$ cat src/include/ca_pkg.sv
package ca_pkg;

  localparam int CA_NMOD = 5;
  localparam int CA_WDT_MOD = 4;

  // register byte offsets
  localparam logic [7:0] CA_OFS_MODE = 8'h00;
  localparam logic [7:0] CA_OFS_CTRL = 8'h04;
  localparam logic [7:0] CA_OFS_COUNT = 8'h08;
  localparam logic [7:0] CA_OFS_MOD_BASE = 8'h10;
  localparam logic [7:0] CA_OFS_MOD_STRIDE = 8'h10;
  localparam logic [7:0] CA_SUB_MMODE = 8'h00;
  localparam logic [7:0] CA_SUB_CMP_LO = 8'h04;
  localparam logic [7:0] CA_SUB_CMP_HI = 8'h08;

  // counter_array_mode fields
  localparam int CA_MODE_IDLE_STOP = 7;
  localparam int CA_MODE_WDT_EN = 6;
  localparam int CA_MODE_SRC_HI = 2;
  localparam int CA_MODE_SRC_LO = 1;
  localparam int CA_MODE_OVF_IRQ_EN = 0;
  localparam logic [7:0] CA_MODE_MASK = 8'hC7;

  // counter_array_control_flags fields
  localparam int CA_CTRL_OVF = 7;
  localparam int CA_CTRL_RUN = 6;

  // module_mode_select fields
  localparam int CA_MM_IRQ_EN = 0;
  localparam int CA_MM_PWM = 1;
  localparam int CA_MM_TOGGLE = 2;
  localparam int CA_MM_FLAG_MATCH = 3;
  localparam int CA_MM_CAP_FALL = 4;
  localparam int CA_MM_CAP_RISE = 5;
  localparam int CA_MM_CMP_EN = 6;
  localparam logic [7:0] CA_MM_MASK = 8'h7F;

  // count source codes
  localparam logic [1:0] CA_SRC_OSC_SLOW = 2'h0;
  localparam logic [1:0] CA_SRC_OSC_FAST = 2'h1;
  localparam logic [1:0] CA_SRC_TIMER0 = 2'h2;
  localparam logic [1:0] CA_SRC_EXT = 2'h3;

  // last prescaler count per divisor (divisor minus one)
  localparam logic [3:0] CA_DIV6_LAST = 4'h5;
  localparam logic [3:0] CA_DIV2_LAST = 4'h1;
  localparam logic [3:0] CA_DIV12_LAST = 4'hB;
  localparam logic [3:0] CA_DIV4_LAST = 4'h3;

  // reset values
  localparam logic [7:0] CA_RST_MODE = 8'h00;
  localparam logic [7:0] CA_RST_MMODE = 8'h00;
  localparam logic [15:0] CA_RST_CMP = 16'h0000;
  localparam logic [15:0] CA_RST_CNT = 16'h0000;
  localparam logic CA_RST_PIN = 1'b1;

  typedef struct packed {
    logic [7:0] address;
    logic read;
    logic write;
    logic [31:0] writedata;
  } ca_avs_req_t;

  typedef struct packed {
    logic [31:0] readdata;
    logic waitrequest;
  } ca_avs_rsp_t;

  typedef struct packed {
    logic [7:0] mode;
    logic run;
    logic ovf;
    logic [CA_NMOD-1:0] flag;
    logic [15:0] cnt;
    logic [3:0] div;
    logic [CA_NMOD-1:0][7:0] mmode;
    logic [CA_NMOD-1:0][15:0] cmp;
    logic [CA_NMOD-1:0] pin_out;
    logic [CA_NMOD-1:0] pin_oe_n;
    logic eci_s1;
    logic eci_s2;
    logic eci_prev;
    logic [CA_NMOD-1:0] pin_s1;
    logic [CA_NMOD-1:0] pin_s2;
    logic [CA_NMOD-1:0] pin_prev;
    logic irq;
    logic wdt;
    ca_avs_rsp_t rsp;
  } ca_state_t;

endpackage

$ cat src/rtl/ca_counter_array.sv
// How it works
// one 16-bit time base shared by five modules, each with its own 16-bit value
// each module does capture, software timer, toggle output or PWM
// module n owns port 1 pin 3+n as capture input or compare output
// source code 00 osc/6, 01 osc/2, 10 timer 0 overflow, 11 external pin
// in twelve-clock mode the oscillator sources divide by twelve and four
// external count pin advances the time base on each detected transition
// idle stop bit halts the time base during idle; clear keeps it counting
// watchdog enable bit switches the watchdog function on module 4
// time base counts only while run control bit 6 is set
// overflow sets flag bit 7 and requests interrupt when its enable is set
// overflow flag is cleared only by software writing zero
// flag bits 0..4 set by module match or capture, cleared only by software
// mode bit 0 lets the module flag raise an interrupt
// mode bit 1 enables PWM for the module
// mode bit 2 toggles the module pin when time base equals module value
// mode bit 3 sets the module flag on a match
// mode bit 4 captures on falling edges, bit 5 on rising, both on either
// mode bit 6 enables the module comparator
// capture copies the time base into the module value; compare holds match value
// in PWM the module value sets the output duty cycle
// time base adds one per count pulse, wraps to zero, overflow on wrap
// interrupt is OR of enabled overflow flag and enabled module flags
// external count and module pins pass a two-flop synchroniser first
//
// The implementer's own choices: the Avalon-MM slave port and the placing of the registers.
module ca_counter_array (
  input wire logic clk_sys_i,                     // system clock, 100 MHz
  input wire logic nrst_i,                        // async reset, active low
  input wire ca_pkg::ca_avs_req_t avs_req_i,      // avalon request
  output ca_pkg::ca_avs_rsp_t avs_rsp_o,          // avalon response
  input wire logic cpu_idle_i,                    // processor in idle mode
  input wire logic clk12_mode_i,                  // twelve-clock machine cycle mode
  input wire logic timer0_ovf_i,                  // timer 0 overflow pulse
  input wire logic external_count_input_i,        // external count pin, async
  input wire logic [4:0] module_io_pin_i,         // module pins, async
  output logic [4:0] module_io_pin_o,             // module pin drive value
  output logic [4:0] module_io_pin_oe_n_o,        // low while driving pin
  output logic irq_o,                             // combined interrupt request
  output logic watchdog_reset_o                   // watchdog match pulse
);
  import ca_pkg::*;

  ca_state_t st_reg;
  ca_state_t st_next;

  logic run_ok;
  logic [1:0] src;
  logic [3:0] div_last;
  logic div_wrap;
  logic eci_edge;
  logic tick;
  logic ovf_ev;
  logic [15:0] cnt_inc;
  logic [CA_NMOD-1:0] rise;
  logic [CA_NMOD-1:0] fall;
  logic [CA_NMOD-1:0] cap_ev;
  logic [CA_NMOD-1:0] match;
  logic [CA_NMOD-1:0] irq_en;
  logic bus_req;
  logic bus_ack;

  function automatic logic ca_mod_hit(input logic [7:0] addr, input int n,
                                      input logic [7:0] sub);
    logic [7:0] base;
    base = CA_OFS_MOD_BASE + 8'(n) * CA_OFS_MOD_STRIDE;
    return addr == base + sub;
  endfunction

  // idle stop
  // run gating
  assign run_ok = st_reg.run && !(st_reg.mode[CA_MODE_IDLE_STOP] && cpu_idle_i);
  assign src = {st_reg.mode[CA_MODE_SRC_HI], st_reg.mode[CA_MODE_SRC_LO]};
  // twelve clock divisors
  assign div_last = clk12_mode_i ?
                    ((src == CA_SRC_OSC_SLOW) ? CA_DIV12_LAST : CA_DIV4_LAST) :
                    ((src == CA_SRC_OSC_SLOW) ? CA_DIV6_LAST : CA_DIV2_LAST);
  assign div_wrap = st_reg.div >= div_last;
  // any external transition
  assign eci_edge = st_reg.eci_s2 != st_reg.eci_prev;
  // count source select
  always_comb begin
    if (!run_ok) begin
      tick = 1'b0;
    end else if (src == CA_SRC_TIMER0) begin
      tick = timer0_ovf_i;
    end else if (src == CA_SRC_EXT) begin
      tick = eci_edge;
    end else begin
      tick = div_wrap;
    end
  end
  // increment and wrap
  assign cnt_inc = st_reg.cnt + 16'h0001;
  assign ovf_ev = tick && (st_reg.cnt == 16'hFFFF);

  assign rise = st_reg.pin_s2 & ~st_reg.pin_prev;
  assign fall = ~st_reg.pin_s2 & st_reg.pin_prev;

  genvar g;
  generate
    for (g = 0; g < CA_NMOD; g++) begin : g_mod
      // edge select
      assign cap_ev[g] = (st_reg.mmode[g][CA_MM_CAP_FALL] && fall[g]) ||
                         (st_reg.mmode[g][CA_MM_CAP_RISE] && rise[g]);
      // comparator enable
      assign match[g] = st_reg.mmode[g][CA_MM_CMP_EN] && tick &&
                        (cnt_inc == st_reg.cmp[g]);
      assign irq_en[g] = st_reg.mmode[g][CA_MM_IRQ_EN];
    end
  endgenerate

  assign bus_req = avs_req_i.read || avs_req_i.write;
  assign bus_ack = bus_req && !st_reg.rsp.waitrequest;

  always_comb begin
    logic wr;
    logic [7:0] wd;
    logic [31:0] rd;
    logic irq_mod;
    st_next = st_reg;
    wr = avs_req_i.write && bus_ack;
    wd = avs_req_i.writedata[7:0];
    rd = 32'h0000_0000;
    irq_mod = 1'b0;

    // two-flop synchronisers
    st_next.eci_s1 = external_count_input_i;
    st_next.eci_s2 = st_reg.eci_s1;
    st_next.eci_prev = st_reg.eci_s2;
    st_next.pin_s1 = module_io_pin_i;
    st_next.pin_s2 = st_reg.pin_s1;
    st_next.pin_prev = st_reg.pin_s2;

    // prescaler restarts whenever it is not dividing the oscillator
    if (run_ok && !src[1]) begin
      st_next.div = div_wrap ? 4'h0 : st_reg.div + 4'h1;
    end else begin
      st_next.div = 4'h0;
    end
    // shared time base
    if (tick) begin
      st_next.cnt = cnt_inc;
    end

    // software writes first, hardware events below win over them
    if (wr) begin
      if (avs_req_i.address == CA_OFS_MODE) begin
        st_next.mode = wd & CA_MODE_MASK;
      end else if (avs_req_i.address == CA_OFS_CTRL) begin
        st_next.run = wd[CA_CTRL_RUN];
        // zero write clears
        st_next.ovf = st_reg.ovf && wd[CA_CTRL_OVF];
        // zero write clears
        st_next.flag = st_reg.flag & wd[CA_NMOD-1:0];
      end
      for (int n = 0; n < CA_NMOD; n++) begin
        if (ca_mod_hit(avs_req_i.address, n, CA_SUB_MMODE)) begin
          st_next.mmode[n] = wd & CA_MM_MASK;
        end else if (ca_mod_hit(avs_req_i.address, n, CA_SUB_CMP_LO)) begin
          st_next.cmp[n][7:0] = wd;
        end else if (ca_mod_hit(avs_req_i.address, n, CA_SUB_CMP_HI)) begin
          st_next.cmp[n][15:8] = wd;
        end
      end
    end

    // overflow sets flag
    if (ovf_ev) begin
      st_next.ovf = 1'b1;
    end

    for (int n = 0; n < CA_NMOD; n++) begin
      // capture copies time base
      if (cap_ev[n]) begin
        st_next.cmp[n] = st_reg.cnt;
      end
      // capture or match flag
      // flag on match
      if (cap_ev[n] || (match[n] && st_reg.mmode[n][CA_MM_FLAG_MATCH])) begin
        st_next.flag[n] = 1'b1;
      end
      // pin drive
      // pin driven only in output modes
      st_next.pin_oe_n[n] = !(st_reg.mmode[n][CA_MM_CMP_EN] &&
                              (st_reg.mmode[n][CA_MM_TOGGLE] ||
                               st_reg.mmode[n][CA_MM_PWM]));
      if (st_reg.mmode[n][CA_MM_PWM] && st_reg.mmode[n][CA_MM_CMP_EN]) begin
        // pwm mode
        // duty from low byte
        st_next.pin_out[n] = st_reg.cnt[7:0] >= st_reg.cmp[n][7:0];
      end else if (match[n] && st_reg.mmode[n][CA_MM_TOGGLE]) begin
        // toggle on match
        st_next.pin_out[n] = !st_reg.pin_out[n];
      end
    end

    // watchdog on module 4
    st_next.wdt = st_reg.mode[CA_MODE_WDT_EN] && match[CA_WDT_MOD];

    // combined interrupt
    // per module enable
    // next-cycle enables, so irq never lags a mode write by one cycle
    for (int n = 0; n < CA_NMOD; n++) begin
      irq_mod = irq_mod || (st_next.flag[n] && st_next.mmode[n][CA_MM_IRQ_EN]);
    end
    st_next.irq = (st_next.ovf && st_next.mode[CA_MODE_OVF_IRQ_EN]) || irq_mod;

    // read data is latched while waitrequest is high and shown in the ack cycle
    if (avs_req_i.address == CA_OFS_MODE) begin
      rd[7:0] = st_reg.mode;
    end else if (avs_req_i.address == CA_OFS_CTRL) begin
      rd[CA_CTRL_OVF] = st_reg.ovf;
      rd[CA_CTRL_RUN] = st_reg.run;
      rd[CA_NMOD-1:0] = st_reg.flag;
    end else if (avs_req_i.address == CA_OFS_COUNT) begin
      rd[15:0] = st_reg.cnt;
    end
    for (int n = 0; n < CA_NMOD; n++) begin
      if (ca_mod_hit(avs_req_i.address, n, CA_SUB_MMODE)) begin
        rd[7:0] = st_reg.mmode[n];
      end else if (ca_mod_hit(avs_req_i.address, n, CA_SUB_CMP_LO)) begin
        rd[7:0] = st_reg.cmp[n][7:0];
      end else if (ca_mod_hit(avs_req_i.address, n, CA_SUB_CMP_HI)) begin
        rd[7:0] = st_reg.cmp[n][15:8];
      end
    end
    if (bus_req && st_reg.rsp.waitrequest) begin
      st_next.rsp.readdata = rd;
    end
    // one wait cycle, then a single ack cycle
    st_next.rsp.waitrequest = !(bus_req && st_reg.rsp.waitrequest);
  end

  always_ff @(posedge clk_sys_i or negedge nrst_i) begin
    if (!nrst_i) begin
      st_reg <= '0;
      st_reg.mode <= CA_RST_MODE;
      st_reg.cnt <= CA_RST_CNT;
      st_reg.mmode <= {CA_NMOD{CA_RST_MMODE}};
      st_reg.cmp <= {CA_NMOD{CA_RST_CMP}};
      st_reg.pin_out <= {CA_NMOD{CA_RST_PIN}};
      st_reg.pin_oe_n <= {CA_NMOD{1'b1}};
      // pins idle high on their pull-ups: no false edge after reset
      st_reg.pin_s1 <= {CA_NMOD{CA_RST_PIN}};
      st_reg.pin_s2 <= {CA_NMOD{CA_RST_PIN}};
      st_reg.pin_prev <= {CA_NMOD{CA_RST_PIN}};
      st_reg.rsp.waitrequest <= 1'b1;
    end else begin
      st_reg <= st_next;
    end
  end

  assign avs_rsp_o = st_reg.rsp;
  assign module_io_pin_o = st_reg.pin_out;
  assign module_io_pin_oe_n_o = st_reg.pin_oe_n;
  assign irq_o = st_reg.irq;
  assign watchdog_reset_o = st_reg.wdt;

  AST_OVF_WRAP: assert property (
    @(posedge clk_sys_i) disable iff (!nrst_i)
    ovf_ev |=> (st_reg.ovf && st_reg.cnt == 16'h0000))
    else $error("overflow did not wrap and set flag");

  AST_RUN_STOP: assert property (
    @(posedge clk_sys_i) disable iff (!nrst_i)
    !st_reg.run |=> $stable(st_reg.cnt))
    else $error("time base moved while stopped");

  AST_IDLE_HOLD: assert property (
    @(posedge clk_sys_i) disable iff (!nrst_i)
    (st_reg.mode[CA_MODE_IDLE_STOP] && cpu_idle_i) |=> $stable(st_reg.cnt))
    else $error("time base moved in idle with stop set");

  AST_OVF_STICKY: assert property (
    @(posedge clk_sys_i) disable iff (!nrst_i)
    (st_reg.ovf && !(bus_ack && avs_req_i.write && avs_req_i.address == CA_OFS_CTRL))
    |=> st_reg.ovf)
    else $error("overflow flag cleared by hardware");

  AST_DIV6: assert property (
    @(posedge clk_sys_i) disable iff (!nrst_i)
    (tick && src == CA_SRC_OSC_SLOW && !clk12_mode_i && st_reg.div == CA_DIV6_LAST)
    |=> (!tick || src != CA_SRC_OSC_SLOW || clk12_mode_i)[*5])
    else $error("slow oscillator source ticks too fast");

  AST_CAPTURE: assert property (
    @(posedge clk_sys_i) disable iff (!nrst_i)
    cap_ev[1] |=> (st_reg.cmp[1] == $past(st_reg.cnt) && st_reg.flag[1]))
    else $error("capture did not store time base");

  AST_TOGGLE: assert property (
    @(posedge clk_sys_i) disable iff (!nrst_i)
    (match[3] && st_reg.mmode[3][CA_MM_TOGGLE] && !st_reg.mmode[3][CA_MM_PWM])
    |=> st_reg.pin_out[3] != $past(st_reg.pin_out[3]))
    else $error("pin did not toggle on match");

  AST_MATCH_FLAG: assert property (
    @(posedge clk_sys_i) disable iff (!nrst_i)
    (match[4] && st_reg.mmode[4][CA_MM_FLAG_MATCH]) |=> st_reg.flag[4])
    else $error("match did not set module flag");

  AST_IRQ: assert property (
    @(posedge clk_sys_i) disable iff (!nrst_i)
    irq_o == ((st_reg.ovf && st_reg.mode[CA_MODE_OVF_IRQ_EN]) || |(st_reg.flag & irq_en)))
    else $error("interrupt does not follow enabled flags");

  AST_BUS_ACK: assert property (
    @(posedge clk_sys_i) disable iff (!nrst_i)
    (bus_req && st_reg.rsp.waitrequest) |=> !st_reg.rsp.waitrequest ##1 st_reg.rsp.waitrequest)
    else $error("bus ack not one cycle after request");

  AST_TIMER0_COUNT: assert property (
    @(posedge clk_sys_i) disable iff (!nrst_i)
    (run_ok && src == CA_SRC_TIMER0 && timer0_ovf_i)
    |=> st_reg.cnt == $past(st_reg.cnt) + 16'h0001)
    else $error("timer 0 overflow did not advance time base");

  AST_EXT_COUNT: assert property (
    @(posedge clk_sys_i) disable iff (!nrst_i)
    (run_ok && src == CA_SRC_EXT && eci_edge)
    |=> st_reg.cnt == $past(st_reg.cnt) + 16'h0001)
    else $error("external transition did not advance time base");

  AST_DIV2: assert property (
    @(posedge clk_sys_i) disable iff (!nrst_i)
    (tick && src == CA_SRC_OSC_FAST && !clk12_mode_i)
    |=> (!tick || src != CA_SRC_OSC_FAST || clk12_mode_i))
    else $error("fast oscillator source ticks too fast");

  AST_DIV4: assert property (
    @(posedge clk_sys_i) disable iff (!nrst_i)
    (tick && src == CA_SRC_OSC_FAST && clk12_mode_i)
    |=> (!tick || src != CA_SRC_OSC_FAST || !clk12_mode_i)[*3])
    else $error("fast source in twelve-clock mode ticks too fast");

  AST_DIV12: assert property (
    @(posedge clk_sys_i) disable iff (!nrst_i)
    (tick && src == CA_SRC_OSC_SLOW && clk12_mode_i)
    |=> (!tick || src != CA_SRC_OSC_SLOW || !clk12_mode_i)[*8])
    else $error("slow source in twelve-clock mode ticks too fast");

  AST_CAP_FALL: assert property (
    @(posedge clk_sys_i) disable iff (!nrst_i)
    (st_reg.mmode[2][CA_MM_CAP_FALL] && fall[2])
    |=> (st_reg.flag[2] && st_reg.cmp[2] == $past(st_reg.cnt)))
    else $error("falling edge capture missed");

  AST_PWM_DUTY: assert property (
    @(posedge clk_sys_i) disable iff (!nrst_i)
    (st_reg.mmode[0][CA_MM_PWM] && st_reg.mmode[0][CA_MM_CMP_EN])
    |=> st_reg.pin_out[0] == ($past(st_reg.cnt[7:0]) >= $past(st_reg.cmp[0][7:0])))
    else $error("pwm output does not follow duty value");

  AST_PIN_DRIVE: assert property (
    @(posedge clk_sys_i) disable iff (!nrst_i)
    (st_reg.mmode[3][CA_MM_CMP_EN] && st_reg.mmode[3][CA_MM_TOGGLE])
    |=> !module_io_pin_oe_n_o[3])
    else $error("module pin not driven in output mode");

  AST_NO_TOGGLE: assert property (
    @(posedge clk_sys_i) disable iff (!nrst_i)
    (!match[3] && !(st_reg.mmode[3][CA_MM_PWM] && st_reg.mmode[3][CA_MM_CMP_EN]))
    |=> $stable(st_reg.pin_out[3]))
    else $error("module pin changed without a match");

  AST_WDT_PULSE: assert property (
    @(posedge clk_sys_i) disable iff (!nrst_i)
    (st_reg.mode[CA_MODE_WDT_EN] && match[CA_WDT_MOD])
    |=> watchdog_reset_o)
    else $error("watchdog match gave no pulse");

  AST_WDT_OFF: assert property (
    @(posedge clk_sys_i) disable iff (!nrst_i)
    !st_reg.mode[CA_MODE_WDT_EN] |=> !watchdog_reset_o)
    else $error("watchdog pulse while disabled");

  AST_FLAG_STICKY: assert property (
    @(posedge clk_sys_i) disable iff (!nrst_i)
    (st_reg.flag[1] && !(bus_ack && avs_req_i.write && avs_req_i.address == CA_OFS_CTRL))
    |=> st_reg.flag[1])
    else $error("module flag cleared by hardware");

  AST_MOD_IRQ: assert property (
    @(posedge clk_sys_i) disable iff (!nrst_i)
    (st_reg.flag[1] && st_reg.mmode[1][CA_MM_IRQ_EN]) |-> irq_o)
    else $error("enabled module flag raised no interrupt");

  AST_OVF_IRQ: assert property (
    @(posedge clk_sys_i) disable iff (!nrst_i)
    (st_reg.ovf && st_reg.mode[CA_MODE_OVF_IRQ_EN]) |-> irq_o)
    else $error("enabled overflow flag raised no interrupt");

endmodule

$ cat config.mk
export PLATFORM = sky130hd
export DESIGN_NAME = ca_counter_array
export DESIGN_NICKNAME = d
export VERILOG_FILES = /design/src/include/ca_pkg.sv /design/src/rtl/ca_counter_array.sv
export SDC_FILE = /design/constraint.sdc
export NUM_CORES = 1
export LEC_CHECK = 0
export ABC_AREA = 0
export BUFFER_PORTS_ARGS = -buffer_cell sky130_fd_sc_hd__buf_2
export CAP_MARGIN = 20
export CORE_ASPECT_RATIO = 0.8
export CORE_UTILIZATION = 56
export DETAILED_ROUTE_END_ITERATION = 16
export GPL_TIMING_DRIVEN = 0
export MAX_ROUTING_LAYER = met4
export PLACE_DENSITY = 0.77
export SYNTH_ARGS = -nofsm -noshare
export SYNTH_HDL_FRONTEND = slang
export SYNTH_SLANG_ARGS = --single-unit
$ cat constraint.sdc
create_clock -name clk_sys_i -period 2.8 [get_ports clk_sys_i]
set_input_delay 0.56 -clock clk_sys_i [delete_from_list [all_inputs] [get_ports clk_sys_i]]
set_output_delay 0.56 -clock clk_sys_i [all_outputs]
set_load 0.05 [all_outputs]
==> qor.csv, run 1 <==
stage,metric,value,unit
detailed_routing,post-route ant nets,0,
final_layout,Final nets,1689,
detailed_routing,First-pass DRT Iterations,6,
floorplanning,Starting Density,57.2,%
sta,fin crit share,105,%
sta,relative slew slack,20.1,%
setup_path,CP Cell Sequence,buf_8 > buf_4 > buf_1 > o221ai_1 > nor4_2 > and2_2 > a31oi_1 > nand4_1,
power_and_ir_drop,combinational power share,22.3,%
power_and_ir_drop,Clock power frac,30.4,%
setup_path,worst reg2reg setup slack,-0.13,ns
power_and_ir_drop,Tot Pwr,8.89,mW
clock_tree,cts hold-fix bufs,0,
setup_path,Top delay family on crit path,buffers and inverters,
detailed_routing,vias,13000,
yosys,Main synth FF type,dfrtp_1,
final_layout,Area Growth Syn to Fin,20.6,%
status,status,"finished, violations left",
power_and_ir_drop,Static Leak,6.71,nW
setup_path,critical path type,reg -> reg,
sta,"Slew Viols, Final",0,
clock_tree,Max H-tree Level,4,
final_layout,Largest register FFs,146,
final_layout,multi-input logic area,7730,um^2
setup_path,Critical Path AT,3.32,ns
floorplanning,core area,22500,um^2
clock_tree,CTS tree,yes,
sta,min cycle time layout,2.93,ns
floorplanning,Chip Height,138,um
detailed_routing,drt wl/cell,28.6,um
power_and_ir_drop,Peak supply drop,0.000534,V
grt,gr usage total,48.1,%
detailed_routing,1st-iter DRT viols,2017,
final_layout,Filler Cells Inserted,1828,
status,failing checks,negative setup slack,
final_layout,fin util,68.9,%
setup_path,CP peak stage delay,0.88,ns
yosys,"Distinct cells, synth",80,
placed_design,placed cell area,13600,um^2
final_layout,"Design Area, Final",15500,um^2
setup_path,Worst setup EP type,flop,
sta,final clock skew,0.0153,ns
yosys,syn_area_per_cell,8.89,um^2
grt,initial antenna violation count,2,
yosys,"Seq/Total Area, Yosys",38.0,%
grt,vias in the first global route,11700,
yosys,"Async S/R FF share, synth",100,%
worst_hold_path,Worst Hold Class,in -> async,
setup_path,"slowest stage cell, crit path",buf_1,
final_layout,Final Non-Filler Cells,1912,
floorplanning,Die W,171,um
clock_tree,Clock Latency Late Sink,0.47,ns
sta,setup violators final,7,
grt,largest net degree at the start of global routing,112,
power_and_ir_drop,Internal,5.42,mW
power_and_ir_drop,pwr dens,573,nW/um^2
placed_design,placed cell count,1816,
yosys,"EDFF count, synth",0,
sta,final setup margin,-0.129,ns
floorplanning,die area,23600,um^2
clock_tree,"Reg clk slew, reported paths",0.08,ns
yosys,synthesized flop and latch total,194,
floorplanning,row cnt,49,
yosys,"Cell Area, Synth",12900,um^2
sta,measured slew at the worst slew-check pin,1.20,ns
setup_path,"critical path fanouts, max",10,
clock_tree,CTS Sinks,194,
power_and_ir_drop,Sw Pwr,3.46,mW
run,Max Cap Viol,0,
clock_tree,clock buffer depth,2,
setup_path,Worst Path Required,3.19,ns
floorplanning,I/O pins,98,
yosys,synth warn,0,
setup_path,Critical Path Start Type,flop,
power_and_ir_drop,Seq pwr share,47.3,%
yosys,Mapped Cells,1446,
setup_path,crit path buf inv count,3,
power_and_ir_drop,Sw Share,39.0,%
final_layout,Reg area,4900,um^2
sta,f_max,341,MHz
clock_tree,CTS Buf Count,17,
detailed_routing,via/cell ratio,6.79,
grt,global route overflow,0,
sta,Final Hold Viols,0,
sta,RSZ-0062 raised after global routing,yes,
final_layout,share of cells above drive strength 1,24.9,%
detailed_routing,final wirelength,54800,um
placed_design,dpl hpwl,38500,um
grt,first-pass GRT wire length,77200,um
placed_design,Port Buffers,47,
detailed_routing,DRC,0,
clock_tree,clock root cell,clkbuf_16,
placed_design,RD Place Congestion,1.06,
[synth_stat cells (9+ instances only)]
library cell / n / area (um^2)
a211oi_1: 21 / 158
a221oi_1: 14 / 123
nand2_1: 166 / 623
a21o_1: 14 / 105
mux2i_1: 29 / 290
nor2_1: 112 / 420
mux2_2: 41 / 462
xor2_1: 14 / 123
buf_4: 46 / 345
o2111ai_1: 10 / 87.6
nand4_1: 20 / 125
clkbuf_1: 73 / 274
o21ai_0: 120 / 601
a21oi_1: 101 / 505
and3_1: 9 / 56.3
dfstp_2: 26 / 683
xnor3_1: 10 / 225
o221ai_1: 10 / 87.6
nor2b_1: 13 / 81.3
buf_1: 9 / 33.8
dfrtp_1: 168 / 4200
a22o_1: 12 / 105
nand2b_1: 16 / 100
a22oi_1: 15 / 113
nand3_1: 25 / 125
inv_1: 53 / 199
xnor2_1: 79 / 692
nor3_1: 18 / 90.1
ha_1: 45 / 563
o22ai_1: 15 / 93.8
[worst paths after layout]
kind	to	from	depth (start not counted)
max	irq_o$_DFF_PN0_	st_reg[194]$_DFFE_PN0N_	8
min in group clk_sys_i	st_next[43]$_DFF_PN1_	module_io_pin_i[3]	1
max in group asynchronous	src[1]$_DFFE_PN0P_	nrst_i	2
min	st_reg[67]$_DFFE_PN0P_	nrst_i	1
max reg2reg	irq_o$_DFF_PN0_	st_reg[194]$_DFFE_PN0N_	8
min reg2reg	st_next[39]$_DFF_PN1_	st_next[44]$_DFF_PN1_	0
[metal layers]
| layer | wire, um | part of all wire (%) | global-route usage, % | vias to the layer above |
|---|---|---|---|---|
| met5 | 0 | 0 | - | - |
| met4 | 2620 | 4.8 | 21.5 | 0 |
| met3 | 9210 | 17 | 20.9 | 218 |
| met2 | 21400 | 39 | 62.6 | 1042 |
| met1 | 21500 | 39 | 63.7 | 6316 |
| li1 | - | - | - | 5400 |
[timing repair]
action | in CTS | in global routing
hold endpoints to repair | 0 | 0
setup endpoints to repair | 49 | 73
buffers inserted | 50 | 20
gates cloned | 0 | 0
pin swaps | 22 | 25
resized for setup | 84 | 94
[power groups by stage]
| stage | Sequential, mW | Combinational [mW] | Clock, mW |
|---|---|---|---|
| 6_report | 4.20 | 1.98 | 2.70 |
| 5_1_grt | 4.15 | 2.15 | 2.78 |
| 4_1_cts | 4.06 | 1.83 | 2.69 |
| 3_5_place_dp | 4.10 | 1.77 | 0 |
| 3_3_place_gp | 4.10 | 1.70 | 0 |
| 2_1_floorplan | 3.65 | 1.34 | 0 |
[worst register-to-register path, cell delays in order (launching register included)]
cell      delay (ns)
dfrtp_2         0.42
buf_8           0.13
buf_4           0.13
buf_1           0.89
o221ai_1        0.34
nor4_2          0.39
and2_2          0.31
a31oi_1         0.13
nand4_1         0.12
[cells by family after synthesis]
logic type,share of synthesized area [%]
xor+xnor,8.09
mux,5.93
fa+ha+maj,4.38
compound gates,19.3
other cells,0.0292
buf+inv,7.02
simple gates,17.3
flops,38.0
[final cells by class]
type | instances | area share [%]
Clock buffer | 17 | 2.74
Clock inverter | 15 | 1.47
Buffer | 129 | 5.08
Tap cell | 306 | 2.47
Sequential cell | 194 | 31.6
Timing Repair Buffer | 119 | 5.40
Inverter | 53 | 1.33
Multi-Input combinational cell | 1077 | 49.9
Antenna cell | 2 | 0.0323
[placed cells by master (no fill, tap or decap), types with 9 or more instances in the layout]
master and count:
a211oi_1 20, a21o_1 14, a21oi_1 101, a221oi_1 14, a22o_1 12, a22oi_1 15
buf_2 49, buf_4 111, clkbuf_1 48, clkbuf_16 17, clkbuf_2 14, conb_1 16
dfrtp_1 159, dfrtp_2 9, dfstp_2 26, ha_1 38, inv_1 51, mux2_2 41
mux2i_1 29, nand2_1 164, nand2b_1 16, nand3_1 20, nand4_1 20, nor2_1 104
nor2b_1 12, nor3_1 11, o21ai_0 117, o221ai_1 10, o22ai_1 14, xnor2_1 71
xnor3_1 10, xor2_1 14
[per-stage QoR]
stage                     TNS (ns)  hold WS (ns)  worst slack [ns]
after floorplan            -0.0742         0.264           -0.0742
after global placement     -434.04         0.346             -2.42
after detailed placement    -45.28         0.347             -1.21
after CTS                   -0.186         0.127           -0.0832
after global routing        -0.503         0.157            -0.113
final                       -0.399        0.0800            -0.129
No activity file was read; power rests on OpenSTA's default activity.
==> inputs of run 2 (changes only) <==
--- a/config.mk
+++ b/config.mk
@@ -8,12 +8,11 @@
 export ABC_AREA = 0
 export BUFFER_PORTS_ARGS = -buffer_cell sky130_fd_sc_hd__buf_2
 export CAP_MARGIN = 20
-export CORE_ASPECT_RATIO = 0.8
-export CORE_UTILIZATION = 56
+export CORE_UTILIZATION = 40
 export DETAILED_ROUTE_END_ITERATION = 16
 export GPL_TIMING_DRIVEN = 0
 export MAX_ROUTING_LAYER = met4
-export PLACE_DENSITY = 0.77
+export PLACE_DENSITY = 0.58
 export SYNTH_ARGS = -nofsm -noshare
 export SYNTH_HDL_FRONTEND = slang
 export SYNTH_SLANG_ARGS = --single-unit
==> run 2 against run 1 <==
  * The run still ends with negative setup slack left
  * Sequential share of layout area up 0.30 points
  * Die area rose by 39%
  * Power shrank 2.5%
  * Via count fell by 4.8%
==> qor.csv, run 2 (synthesized netlist as in run 1, its figures left out) <==
stage,metric,value,unit
status,status,"finished, violations left",
status,failing checks,negative setup slack,
setup_path,worst r2r dst,module_io_pin_o[1]$_DFFE_PN1P_,
clock_tree,CTS Buf Count,17,
run,Max Cap Viol,0,
floorplanning,core area,31600,um^2
power_and_ir_drop,Peak supply drop,0.000352,V
placed_design,dpl hpwl,40300,um
final_layout,"Design Area, Final",15400,um^2
sta,Final Hold Viols,0,
setup_path,Top delay family on crit path,simple AND/OR/NAND/NOR gates,
placed_design,pre-CTS WS,-1.32,ns
setup_path,Critical Path Start Type,flop,
floorplanning,row cnt,65,
final_layout,Largest register FFs,146,
detailed_routing,First-pass DRT Iterations,6,
floorplanning,Starting Density,40.8,%
setup_path,Worst setup EP type,flop,
setup_path,CP peak stage delay,0.58,ns
final_layout,Area Growth Syn to Fin,19.4,%
sta,f_max,338,MHz
detailed_routing,Met3 Routed Length,6000,um
detailed_routing,top sig layer,met4,
grt,global route overflow,0,
grt,initial antenna violation count,1,
final_layout,number of diodes,0,
placed_design,placed cell area,13800,um^2
setup_path,crit path buf inv count,1,
sta,"Slew Viols, Final",0,
detailed_routing,via/cell ratio,6.19,
clock_tree,"Reg clk slew, reported paths",0.08,ns
sta,min cycle time layout,2.96,ns
clock_tree,clock buffer depth,2,
final_layout,fin util,48.7,%
setup_path,Critical Path AT,3.34,ns
setup_path,worst reg2reg setup slack,-0.16,ns
power_and_ir_drop,Static Leak,6.63,nW
detailed_routing,DRC,0,
floorplanning,I/O pins,98,
setup_path,critical path type,reg -> reg,
clock_tree,Clock Latency Late Sink,0.46,ns
detailed_routing,routed length on met2,23800,um
placed_design,Port Buffers,47,
setup_path,end of the critical path,module_io_pin_o[1]$_DFFE_PN1P_,
floorplanning,Chip Height,181,um
floorplanning,die area,32900,um^2
clock_tree,clock root cell,clkbuf_16,
setup_path,Critical Path Source,st_reg[188]$_DFFE_PN0N_,
detailed_routing,final wirelength,55100,um
clock_tree,Max H-tree Level,4,
sta,measured slew at the worst slew-check pin,1.08,ns
detailed_routing,metal1 wirelength,22900,um
setup_path,"critical path fanouts, max",6,
clock_tree,CTS Sinks,194,
detailed_routing,post-route ant nets,0,
grt,first-pass GRT wire length,80600,um
setup_path,Worst Path Required,3.18,ns
sta,WHS,0.0312,ns
power_and_ir_drop,pwr dens,564,nW/um^2
clock_tree,CTS tree,yes,
detailed_routing,drt wl/cell,27.6,um
setup_path,Worst R2R Start,st_reg[188]$_DFFE_PN0N_,
worst_hold_path,Worst Hold Class,in -> async,
final_layout,"commonest non-fill, non-tap cell in the layout",nand2_1,
sta,relative slew slack,27.9,%
final_layout,share of cells above drive strength 1,23.2,%
clock_tree,cts hold-fix bufs,0,
setup_path,"slowest stage cell, crit path",or4_4,
setup_path,Worst path depth,9,
power_and_ir_drop,Tot Pwr,8.66,mW
sta,RSZ-0062 raised after global routing,yes,
detailed_routing,vias,12300,
sta,final clock skew,0.0110,ns
detailed_routing,1st-iter DRT viols,1445,
placed_design,RD Place Congestion,0.985,
setup_path,CP Cell Sequence,buf_4 > nand2_1 > nor3_4 > xnor2_4 > xnor2_1 > or4_4 > or2_4 > mux2_4 > a31oi_1,
sta,setup violators final,6,
grt,vias in the first global route,11900,
floorplanning,Die W,181,um
grt,gr usage total,34.9,%
final_layout,Final nets,1677,
setup_path,path depth of the worst reg2reg path,9,
sta,fin crit share,106,%
sta,final setup margin,-0.163,ns
grt,largest net degree at the start of global routing,75,
final_layout,most frequent cells in the layout,"166 x nand2_1, 160 x dfrtp_1, 117 x o21ai_0, 104 x nor2_1, 103 x buf_4",
-- run 2: cell types whose count changed in the layout (fill, tap and decap cells not counted), sizes merged --
cell | before | now
clkbuf | 82 | 83
inv | 56 | 59
buf | 181 | 171
clkdlybuf4s15 | 2 | 0
clkdlybuf4s18 | 0 | 1
clkinv | 9 | 4
diode | 2 | 0
-- run 2: area by class of cell --
cell class | instances | area, um^2
timing repair buffer | 108 | 773
sequential | 194 | 4900
tap | 402 | 503
buffer | 128 | 769
multi-input combinational | 1077 | 7590
inverter | 53 | 206
clock inverter | 13 | 164
clock buffer | 19 | 453
fill | 3067 | 16200
-- run 2: timing repair --
item | CTS | global route
setup buffers | 47 | 9
gates resized for setup | 98 | 54
setup endpoints to repair | 53 | 48
pin swaps | 23 | 15
cloned | 0 | 1
-- run 2: through the flow --
step           instances  TNS [ns]
3_3_place_gp        1910   -474.18
6_report            1994    -0.500
2_1_floorplan       1461   -0.0742
3_5_place_dp        1914    -47.89
4_1_cts             1985   -0.0768
5_1_grt             1994    -0.990
-- run 2: worst min path at each step --
stage / slack [ns] / depth (start not counted) / to
5_1_grt: 0.07 / 1 / avs_rsp_o[9]$_DFFE_PN0P_
6_report: 0.03 / 1 / avs_rsp_o[9]$_DFFE_PN0P_
2_1_floorplan: 0.26 / 0 / avs_rsp_o[10]$_DFFE_PN0P_
4_1_cts: 0.05 / 1 / avs_rsp_o[13]$_DFFE_PN0P_
3_3_place_gp: 0.34 / 0 / st_next[50]$_DFF_PN0_
3_5_place_dp: 0.34 / 0 / st_next[50]$_DFF_PN0_
-- run 2: report_power, final --
group | switching, mW | leakage, nW | internal [mW] | total (mW)
Clock | 1.30 | 0.305 | 1.33 | 2.63
Sequential | 0.920 | 2.32 | 3.23 | 4.15
Combinational | 1.03 | 4.01 | 0.853 | 1.89
-- run 2: metal layers --
metal  global-route usage (%)  vias to the layer above
met5                        -                        -
met4                     14.9                        0
met3                     7.28                      144
met2                     50.4                      726
met1                     47.2                     6095
li1                         -                     5384
==> inputs of run 3 (changes only) <==
--- a/config.mk
+++ b/config.mk
@@ -7,12 +7,12 @@
 export LEC_CHECK = 0
 export ABC_AREA = 0
 export BUFFER_PORTS_ARGS = -buffer_cell sky130_fd_sc_hd__buf_2
-export CAP_MARGIN = 20
-export CORE_UTILIZATION = 40
+export CORE_ASPECT_RATIO = 0.9
+export CORE_UTILIZATION = 55
 export DETAILED_ROUTE_END_ITERATION = 16
 export GPL_TIMING_DRIVEN = 0
 export MAX_ROUTING_LAYER = met4
-export PLACE_DENSITY = 0.58
+export PLACE_DENSITY = 0.76
 export SYNTH_ARGS = -nofsm -noshare
 export SYNTH_HDL_FRONTEND = slang
 export SYNTH_SLANG_ARGS = --single-unit
==> run 3 against run 2 <==
  * The flow still finishes with violations (negative setup slack)
  * Clock-buffer cell count fell by 1
  * Core utilization rose by 19 points
  * Routed wire length fell by 2.8%
  * Register-to-register slack improved by 0.03 ns
  * Critical endpoint is now module_io_pin_o[2]$_DFFE_PN1P_
  * Combinational power rose by 3%
  * Fmax rose by 1.0%
  * Die area fell by 27%
  * Highest routed layer unchanged
  * Hold slack improved by 0.011 ns
  * Design area barely moved
  * First-iteration DRC count rose by 19%
==> qor.csv, run 3 (synthesized netlist as in run 1, its figures left out) <==
stage,metric,value,unit
status,status,"finished, violations left",
status,failing checks,negative setup slack,
grt,initial antenna violation count,0,
detailed_routing,final wirelength,53500,um
placed_design,pre-CTS WS,-1.29,ns
final_layout,number of diodes,0,
grt,largest net degree at the start of global routing,123,
power_and_ir_drop,combinational power share,22.1,%
sta,"Slew Viols, Final",0,
power_and_ir_drop,Seq pwr share,47.7,%
final_layout,most frequent cells in the layout,"165 x nand2_1, 158 x dfrtp_1, 116 x o21ai_0, 104 x nor2_1, 101 x a21oi_1",
floorplanning,Die W,163,um
setup_path,"slowest stage cell, crit path",dfrtp_2,
placed_design,Port Buffers,47,
final_layout,share of cells above drive strength 1,23.8,%
setup_path,Critical Path Start Type,flop,
sta,fin crit share,105,%
placed_design,placed cell area,13600,um^2
worst_hold_path,Worst Hold Class,in -> async,
clock_tree,CTS tree,yes,
sta,f_max,341,MHz
floorplanning,Starting Density,56.6,%
final_layout,Final nets,1676,
clock_tree,"Reg clk slew, reported paths",0.08,ns
detailed_routing,post-route ant nets,0,
setup_path,CP peak stage delay,0.53,ns
detailed_routing,1st-iter DRT viols,1717,
floorplanning,I/O pins,98,
clock_tree,CTS Buf Count,17,
final_layout,Area Growth Syn to Fin,19.3,%
run,Max Cap Viol,0,
sta,relative slew slack,28.1,%
power_and_ir_drop,Peak supply drop,0.000392,V
power_and_ir_drop,Tot Pwr,8.76,mW
power_and_ir_drop,Internal,5.36,mW
setup_path,crit path buf inv count,1,
detailed_routing,First-pass DRT Iterations,10,
floorplanning,row cnt,52,
sta,min cycle time layout,2.93,ns
sta,final setup margin,-0.133,ns
setup_path,Worst Path Required,3.16,ns
clock_tree,clock root cell,clkbuf_16,
grt,vias in the first global route,11800,
sta,Final Hold Viols,0,
clock_tree,Clock Latency Late Sink,0.45,ns
grt,first-pass GRT wire length,77600,um
grt,global route overflow,0,
setup_path,CP Cell Sequence,nand4_4 > buf_12 > o41ai_4 > nor2_1 > a2111oi_4 > and4_4 > nand4_1 > xor2_1 > a22oi_1,
clock_tree,CTS Sinks,194,
sta,WHS,0.0422,ns
setup_path,critical path type,reg -> reg,
floorplanning,Chip Height,147,um
sta,measured slew at the worst slew-check pin,1.08,ns
setup_path,"critical path fanouts, max",9,
power_and_ir_drop,Sw Share,38.8,%
final_layout,"Design Area, Final",15300,um^2
final_layout,Largest register FFs,146,
clock_tree,Max H-tree Level,4,
final_layout,"commonest non-fill, non-tap cell in the layout",nand2_1,
detailed_routing,drt wl/cell,28.4,um
grt,gr usage total,46.4,%
clock_tree,cts hold-fix bufs,0,
detailed_routing,via/cell ratio,6.71,
detailed_routing,vias,12700,
placed_design,dpl hpwl,38900,um
sta,setup TNS,-0.478,ns
placed_design,RD Place Congestion,1.05,
setup_path,Worst setup EP type,flop,
floorplanning,core area,22700,um^2
power_and_ir_drop,Sw Pwr,3.40,mW
clock_tree,clock buffer depth,2,
power_and_ir_drop,Static Leak,6.64,nW
power_and_ir_drop,pwr dens,571,nW/um^2
power_and_ir_drop,Clock power frac,30.2,%
sta,setup violators final,6,
detailed_routing,DRC,0,
sta,final clock skew,0.0161,ns
setup_path,Critical Path AT,3.30,ns
floorplanning,die area,24000,um^2
sta,RSZ-0062 raised after global routing,yes,
setup_path,Top delay family on crit path,compound AO/OA/AOI/OAI gates,
run 3: final cells by class:
class	instances	area, um^2
Clock buffer	18	439
Inverter	53	206
Multi-Input combinational cell	1077	7680
Sequential cell	194	4900
Clock inverter	14	191
Fill cell	1860	7360
Tap cell	297	372
Timing Repair Buffer	107	752
Buffer	128	808
run 3: metrics by stage:
step	instances	util, %
2_1_floorplan	1461	-
3_3_place_gp	1805	59.8
3_5_place_dp	1807	60.0
4_1_cts	1874	66.1
5_1_grt	1888	67.6
6_report	1888	67.6
run 3: per-layer routing:
metal / GRT usage [%] / part of all wire, % / up-vias / routed length [um]
met4: 22.9 / 5.3 / 0 / 2860
met3: 16.1 / 14 / 191 / 7720
met2: 62.3 / 41 / 931 / 22200
li1: - / - / 5383 / -
met1: 61.7 / 39 / 6169 / 20800
met5: - / 0 / - / 0
run 3: what timing repair did:
action | CTS | global route
pin swaps | 31 | 32
cloned | 0 | 0
gates resized for setup | 100 | 73
setup buffers | 43 | 17
endpoints found under the setup margin | 55 | 60
run 3: power by group through the flow:
stage	clock [mW]	combinational (mW)	sequential, mW
2_1_floorplan	0	1.34	3.65
3_3_place_gp	0	1.69	4.11
3_5_place_dp	0	1.75	4.10
4_1_cts	2.65	1.85	4.06
5_1_grt	2.75	2.11	4.14
6_report	2.65	1.94	4.18
run 3: worst paths after layout:
check | from | to | slack (ns) | cells after the start
setup / recovery | st_reg[192]$_DFFE_PN0N_ | module_io_pin_o[2]$_DFFE_PN1P_ | -0.13 | 9
hold / removal | nrst_i | st_reg[188]$_DFFE_PN0N_ | 0.04 | 1
setup reg to reg | st_reg[192]$_DFFE_PN0N_ | module_io_pin_o[2]$_DFFE_PN1P_ | -0.13 | 9
hold reg to reg | st_next[51]$_DFF_PN0_ | st_next[50]$_DFF_PN0_ | 0.35 | 0
max in group asynchronous | nrst_i | src[0]$_DFFE_PN0P_ | 1.71 | 2
min in group clk_sys_i | module_io_pin_i[0] | st_next[40]$_DFF_PN1_ | 0.20 | 1
